`config.mk`:
```
export PLATFORM = sky130hd
export DESIGN_NAME = amc_decoder
export DESIGN_NICKNAME = d
export VERILOG_FILES = /design/src/design/amc_pkg.sv /design/src/design/amc_decoder.sv
export VERILOG_INCLUDE_DIRS = /design/src /design/src/design
export SDC_FILE = /design/constraint.sdc
export NUM_CORES = 1
export LEC_CHECK = 0
export ABC_CLOCK_PERIOD_IN_PS = 1020
export BUFFER_PORTS_ARGS = -buffer_cell sky130_fd_sc_hd__clkbuf_2
export CORE_ASPECT_RATIO = 0.6
export CORE_UTILIZATION = 48
export CTS_CLUSTER_SIZE = 14
export DETAILED_ROUTE_END_ITERATION = 6
export PLACE_DENSITY = 0.72
export SETUP_SLACK_MARGIN = 0.3
export SKIP_CTS_REPAIR_TIMING = 1
export SYNTH_ARGS = -nofsm -noshare
export SYNTH_HDL_FRONTEND = slang
export SYNTH_SLANG_ARGS = --single-unit
```
`constraint.sdc`:
```
create_clock -name sys_clk_i -period 1.02 [get_ports sys_clk_i]
set_input_delay 0 -clock sys_clk_i [delete_from_list [all_inputs] [get_ports sys_clk_i]]
set_output_delay 0 -clock sys_clk_i [all_outputs]
set_load 0.02 [all_outputs]
```
`src/design/amc_defines.svh`:
```
/*
  constants for the converter input mux configuration decoder.
  assumes inclusion by bare name from design files under design/.
*/
`ifndef AMC_DEFINES_SVH
`define AMC_DEFINES_SVH

// ********************************************************
// word layout
// ********************************************************
`define AMC_CFG_BITS      14
`define AMC_CNT_W         4
`define AMC_BW_BIT        6
`define AMC_CH_LSB        7
`define AMC_CH_MSB        9
`define AMC_INCC_LSB      10
`define AMC_INCC_MSB      12

// ********************************************************
// input configuration codes
// ********************************************************
`define AMC_INCC_SE_GND   3'h7
`define AMC_INCC_COM_BIP  3'h2
`define AMC_INCC_COM_UNI  3'h6
`define AMC_INCC_PAIR_BIP 2'h0
`define AMC_INCC_PAIR_UNI 2'h2

// ********************************************************
// reset values and common negative input code
// ********************************************************
`define AMC_RST_CH        3'h0
`define AMC_RST_NEG       4'h8
`define AMC_NEG_COM       4'h8

`endif

```
`src/design/amc_pkg.sv`:
```
/*
  types for the converter input mux configuration decoder.
  assumes amc_defines.svh is visible on the include path.
*/
`include "amc_defines.svh"

package amc_pkg;

  // ********************************************************
  // types
  // ********************************************************
  typedef enum logic [2:0] {
    AMC_MODE_SE_GND,
    AMC_MODE_COM_BIP,
    AMC_MODE_COM_UNI,
    AMC_MODE_PAIR_BIP,
    AMC_MODE_PAIR_UNI
  } amc_mode_t;

  typedef struct packed {
    amc_mode_t   mode;
    logic [2:0]  positive_input;
    logic [3:0]  negative_input;
    logic        bipolar;
    logic        twos_complement;
    logic        filter_bandwidth;
  } amc_mux_t;

endpackage : amc_pkg

```
`src/design/amc_decoder.sv`:
```
/*
  configuration word capture and decode into mux settings and code format.
  assumes serial clock edges arrive as one-cycle pulses on sys_clk_i and a
  transfer frame level marks the transfer; negative_input 8 means common.
*/
`timescale 1ns/10ps
`default_nettype none

`include "amc_defines.svh"

module amc_decoder (
  input  wire logic            sys_clk_i,
  input  wire logic            rst_i,
  input  wire logic            frame_i,
  input  wire logic            sck_rise_i,
  input  wire logic            sdi_i,
  input  wire logic            seq_run_i,
  output var  amc_pkg::amc_mux_t mux_o,
  output logic                 cfg_valid_o
);
  import amc_pkg::*;

  // ********************************************************
  // word capture state
  // ********************************************************
  logic [`AMC_CFG_BITS-1:0] shift_r;
  logic [`AMC_CNT_W-1:0]    bit_cnt_r;
  logic                     take_bit;
  logic                     last_bit;
  logic                     word_done_r;

  // ********************************************************
  // decoded fields
  // ********************************************************
  logic [2:0]               incc;
  logic [2:0]               chan;
  amc_mode_t                mode_nxt;
  logic                     bip_nxt;
  logic                     pair_mode;
  logic [2:0]               pos_nxt;
  logic [3:0]               neg_nxt;

  // ********************************************************
  // output state
  // ********************************************************
  amc_mode_t                mode_r;
  logic [2:0]               pos_r;
  logic [3:0]               neg_r;
  logic                     bip_r;
  logic                     fmt_r;
  logic                     bw_r;
  logic                     valid_r;

  // ********************************************************
  // bit qualification
  // ********************************************************
  // only first fourteen edges count
  assign take_bit = frame_i && sck_rise_i &&
                    (bit_cnt_r < `AMC_CNT_W'(`AMC_CFG_BITS));
  assign last_bit = (bit_cnt_r == `AMC_CNT_W'(`AMC_CFG_BITS - 1));

  always_ff @(posedge sys_clk_i) begin
    if (rst_i) begin
      shift_r <= '0;
    end else if (take_bit) begin
      shift_r <= {shift_r[`AMC_CFG_BITS-2:0], sdi_i};
    end
  end

  always_ff @(posedge sys_clk_i) begin
    if (rst_i) begin
      bit_cnt_r <= '0;
    end else if (!frame_i) begin
      // an aborted transfer leaves the old settings in place
      bit_cnt_r <= '0;
    end else if (take_bit) begin
      bit_cnt_r <= bit_cnt_r + `AMC_CNT_W'(1);
    end
  end

  // one-cycle strobe after the last bit lands in shift_r
  always_ff @(posedge sys_clk_i) begin
    if (rst_i) begin
      word_done_r <= 1'b0;
    end else begin
      word_done_r <= take_bit && last_bit;
    end
  end

  // ********************************************************
  // field split
  // ********************************************************
  assign incc = shift_r[`AMC_INCC_MSB:`AMC_INCC_LSB];
  assign chan = shift_r[`AMC_CH_MSB:`AMC_CH_LSB];

  // ********************************************************
  // input configuration decode
  // ********************************************************
  // decode is stateless per word
  always_comb begin
    mode_nxt = AMC_MODE_SE_GND;
    bip_nxt  = 1'b0;
    case (incc)
      `AMC_INCC_SE_GND: begin
        mode_nxt = AMC_MODE_SE_GND;
        bip_nxt  = 1'b0;
      end
      `AMC_INCC_COM_BIP: begin
        mode_nxt = AMC_MODE_COM_BIP;
        bip_nxt  = 1'b1;
      end
      `AMC_INCC_COM_UNI: begin
        mode_nxt = AMC_MODE_COM_UNI;
        bip_nxt  = 1'b0;
      end
      default: begin
        // code 011 falls to unipolar pairs; it has no mode of its own
        // bipolar pairs, low bit ignored
        if (incc[2:1] == `AMC_INCC_PAIR_BIP) begin
          mode_nxt = AMC_MODE_PAIR_BIP;
          bip_nxt  = 1'b1;
        end else begin
          mode_nxt = AMC_MODE_PAIR_UNI;
          bip_nxt  = 1'b0;
        end
      end
    endcase
  end

  assign pair_mode = (mode_nxt == AMC_MODE_PAIR_BIP) ||
                     (mode_nxt == AMC_MODE_PAIR_UNI);

  // ********************************************************
  // channel selection
  // ********************************************************
  // channel field picks positive
  always_comb begin
    pos_nxt = chan;
    if (pair_mode && seq_run_i) begin
      pos_nxt = {chan[2:1], 1'b0};
    end
  end

  always_comb begin
    neg_nxt = `AMC_NEG_COM;
    if (pair_mode) begin
      neg_nxt = {1'b0, pos_nxt ^ 3'h1};
    end
  end

  // ********************************************************
  // output registers
  // ********************************************************
  // hold until next full word
  always_ff @(posedge sys_clk_i) begin
    if (rst_i) begin
      mode_r <= AMC_MODE_SE_GND;
    end else if (word_done_r) begin
      mode_r <= mode_nxt;
    end
  end

  always_ff @(posedge sys_clk_i) begin
    if (rst_i) begin
      pos_r <= `AMC_RST_CH;
    end else if (word_done_r) begin
      pos_r <= pos_nxt;
    end
  end

  always_ff @(posedge sys_clk_i) begin
    if (rst_i) begin
      neg_r <= `AMC_RST_NEG;
    end else if (word_done_r) begin
      neg_r <= neg_nxt;
    end
  end

  // range flag follows the decoded mode
  always_ff @(posedge sys_clk_i) begin
    if (rst_i) begin
      bip_r <= 1'b0;
    end else if (word_done_r) begin
      bip_r <= bip_nxt;
    end
  end

  always_ff @(posedge sys_clk_i) begin
    if (rst_i) begin
      fmt_r <= 1'b0;
    end else if (word_done_r) begin
      fmt_r <= bip_nxt;
    end
  end

  always_ff @(posedge sys_clk_i) begin
    if (rst_i) begin
      bw_r <= 1'b0;
    end else if (word_done_r) begin
      bw_r <= shift_r[`AMC_BW_BIT];
    end
  end

  // sticky: once a word is in, settings are always meaningful
  always_ff @(posedge sys_clk_i) begin
    if (rst_i) begin
      valid_r <= 1'b0;
    end else if (word_done_r) begin
      valid_r <= 1'b1;
    end
  end

  // ********************************************************
  // port wiring
  // ********************************************************
  assign mux_o = '{mode:             mode_r,
                   positive_input:   pos_r,
                   negative_input:   neg_r,
                   bipolar:          bip_r,
                   twos_complement:  fmt_r,
                   filter_bandwidth: bw_r};
  assign cfg_valid_o = valid_r;

endmodule : amc_decoder

`default_nettype wire

```
==> metrics.txt <==
Synth warnings 0; reg2reg start bit_cnt_r[1]; H-tree depth 2; DR vias 1088; post-route ant nets 0; Max Freq 0.924 GHz; hpwl dp 1.73 mm; Slew HR 84.9%; DIE HEIGHT a little over 40 um; largest net degree at the start of global routing 16; Slew @ Worst Pin 0.226 ns; Tmin final 1.08 ns; Worst EP arrival 1.24 ns; Worst EP required 1.18 ns; Synth Register Bits 31; ratio of cells with drive above 1 in the final layout 47.6%; Syn Area/Cell 9.73 um2; Crit Reg-Reg Endpoint bit_cnt_r[2]; Root Driver clkbuf_8; CTS tree done; core area approximately 2300 um2; top sig layer met4; failing checks setup timing; drt wl/cell 17.3 um; Synth cell types 35; area grow syn2layout 43.0%; Net Sw Frac 22.2%; number of port buffers 19; top cells by area, synth dfxtp_1 (50%), mux2i_1 (12%), nand2_1 (6.1%), a21oi_1 (3.2%), nor2_1 (3.0%); share of the synthesized area in the top cell type 50.2%; IO Count 20; static leakage power about 0.7 nW; Gate power share 5.0%; GPL Wtd Cong 0.822; RSZ-0062 raised after global routing yes; Hold Path End bit_cnt_r[1]; Mapped Area 1240 um2; Hold Path Cell Cnt 3; Setup Crit Path Kind flip-flop to flip-flop; Vias/cell 5.55; DR DRC count 0; Inserted Diodes 0; Max VDD drop 0.000961 V; # setup viols final 3; CP endpoint kind flip-flop; status finished, violations left; final setup margin -0.0623 ns; post-route design area approximately 1800 um2; Pwr Density 1360 nW/um2; reg2reg setup slack -0.06 ns; Worst Reg-to-Reg Cells 4; Reg power frac 50.3%; switching pwr 0.534 mW; FP Rows 13; sequential area share after synthesis 50.2%; global-route wire length before repair about 4.0 mm; metal3 WL 200 um; nets 173; Num CTS Buffers 5; initial antenna violation count 0; clock tree buffer depth 2; die area 2790 um2; FILL cells about 130; Die Width 67.5 um; Final Util around 77%; Int Pwr 1.88 mW; clk sinks 31; CP Max Fanout 4; Remaining Overflow, GRT 0; Final period util 106%; Final Hold Violating Endpoints 0; total track usage 22.1%; DRT Wirelength 3.39 mm; worst hold start sck_rise_i; DR WL met2 1.65 mm; 1st-iter DRT viols 65; Slew Viols, Final 0; Hold/Removal Path Class primary input to flip-flop; dpl cell area 1390 um2; Mapped Nets 135; vias in the first global route 887; Startpoint Class flip-flop; Mapped Cells 127; starting density of the core 53.9%; post-synth top area cell dfxtp_1; clock-pin transition on the worst setup and hold timing paths 0.06 ns; M1 WL ~1.4 mm; DR pass1 iterations 4; later-pin clock latency in the skew report ~0.29 ns; max-cap viol count 0; skew final 0.00892 ns; Clock power frac 44.6%
==> power groups by stage <==
stage,Sequential (mW),Combinational (mW),Clock [mW]
2_1_floorplan,1.24,0.0666,0
3_3_place_gp,1.24,0.0930,0
3_5_place_dp,1.24,0.0952,0
4_1_cts,1.22,0.0958,1.06
5_1_grt,1.21,0.128,1.16
6_report,1.21,0.122,1.08
==> state kept, by name, indices dropped and copies added (netlist names) <==
| signal | count |
|---|---|
| shift_r | 13 |
| bit_cnt_r | 4 |
| cfg_valid_o | 1 |
| word_done_r | 1 |
| pos_r | 3 |
| mode_r | 3 |
| bw_r | 1 |
| neg_r | 4 |
| fmt_r | 1 |
==> metrics by stage <==
stage / total power, mW / setup slack, ns / setup TNS (ns) / cells / hold WS (ns)
final: 2.41 / -0.0623 / -0.106 / 196 / 0.00749
after global routing: 2.50 / -0.110 / -0.383 / 196 / -0.000691
after CTS: 2.38 / -0.102 / -0.269 / 185 / -0.0588
after detailed placement: 1.34 / -0.0786 / -0.159 / 177 / 0.239
after global placement: 1.34 / 0.00101 / 0 / 177 / 0.232
after floorplan: 1.31 / -0.0263 / -0.246 / 127 / 0.0793
==> final cells by class <==
type / instances / area, um2 / share of cell area [%]
clock buffer: 8 / 100 / 5.66
inverter: 6 / 27.5 / 1.56
multi-input combinational: 83 / 607 / 34.3
sequential: 31 / 656 / 37.1
tap: 30 / 37.5 / 2.12
timing repair buffer: 38 / 340 / 19.2
==> cells in the final DEF, fill, tap and decap left out, types with 2 or more instances in the layout <==
cell / netlist / final
nor2_1: 10 / 9
buf_4: 3 / 15
nand2b_1: 2 / 2
dfxtp_4: 0 / 4
mux2i_1: 15 / 15
o21ai_1: 1 / 3
inv_4: 0 / 2
buf_6: 1 / 14
dfxtp_1: 31 / 11
nand2_1: 20 / 19
clkbuf_2: 0 / 5
dfxtp_2: 0 / 16
o211ai_1: 2 / 2
inv_1: 5 / 3
dlygate4sd3_1: 0 / 3
clkbuf_8: 0 / 7
and2_4: 1 / 2
a21oi_1: 8 / 7
==> worst max-delay path, stage by stage, from the launching register on <==
cell and delay, ns:
dfxtp_4 0.36, buf_4 0.15, ha_4 0.16, a21oi_1 0.20
a311oi_2 0.07
==> kinds of logic (layout without fill, tap and decap cells) <==
logic type | Yosys count | after routing | synth area share (%)
multiplexers | 16 | 16 | 13.1
buffers and inverters | 14 | 52 | 7.19
flip-flops | 31 | 31 | 50.2
adder cells (fa/ha/maj) | 2 | 2 | 2.02
AO/OA/AOI/OAI | 21 | 21 | 11.0
AND/OR/NAND/NOR | 43 | 44 | 16.5
==> how the worst max path moves through the flow <==
stage / start / endpoint / slack, ns
after global routing: bit_cnt_r[1] / bit_cnt_r[2] / -0.11
after CTS: shift_r[11] / mode_r[2] / -0.10
after detailed placement: shift_r[11] / mode_r[2] / -0.08
after global placement: bit_cnt_r[1] / shift_r[0] / 0.001
final: bit_cnt_r[1] / bit_cnt_r[2] / -0.06
after floorplan: bit_cnt_r[1] / shift_r[3] / -0.03
==> routing by layer <==
metal  GRT usage [%]  vias up
li1                -      514
met1            24.1      519
met2            35.4       41
met3            11.4       14
met4            13.8        0
met5               0        -
==> synthesized netlist by cell type <==
| master | count |
|---|---|
| dfxtp_1 | 31 |
| nand2b_1 | 2 |
| nor3_1 | 1 |
| a31oi_1 | 1 |
| nand2_1 | 20 |
| clkbuf_1 | 2 |
| clkinv_1 | 1 |
| o221ai_1 | 1 |
| and3_1 | 2 |
| buf_6 | 1 |
| inv_1 | 5 |
| nand3_2 | 1 |
| mux2_2 | 1 |
| nor2b_1 | 1 |
| a21oi_1 | 8 |
| o211ai_1 | 2 |
| or4bb_1 | 1 |
| ha_1 | 2 |
| nand4_1 | 1 |
| o21ai_0 | 2 |
| and2_4 | 1 |
| buf_2 | 1 |
| a31o_2 | 1 |
| buf_4 | 3 |
| buf_12 | 1 |
| o21ai_1 | 1 |
| a311oi_1 | 1 |
| nand3b_1 | 1 |
| a211oi_1 | 2 |
| and2_1 | 1 |
| nand3_1 | 1 |
| mux2i_1 | 15 |
| a41o_1 | 1 |
| o311ai_0 | 1 |
| nor2_1 | 10 |
No activity file was read; power rests on OpenSTA's default activity.
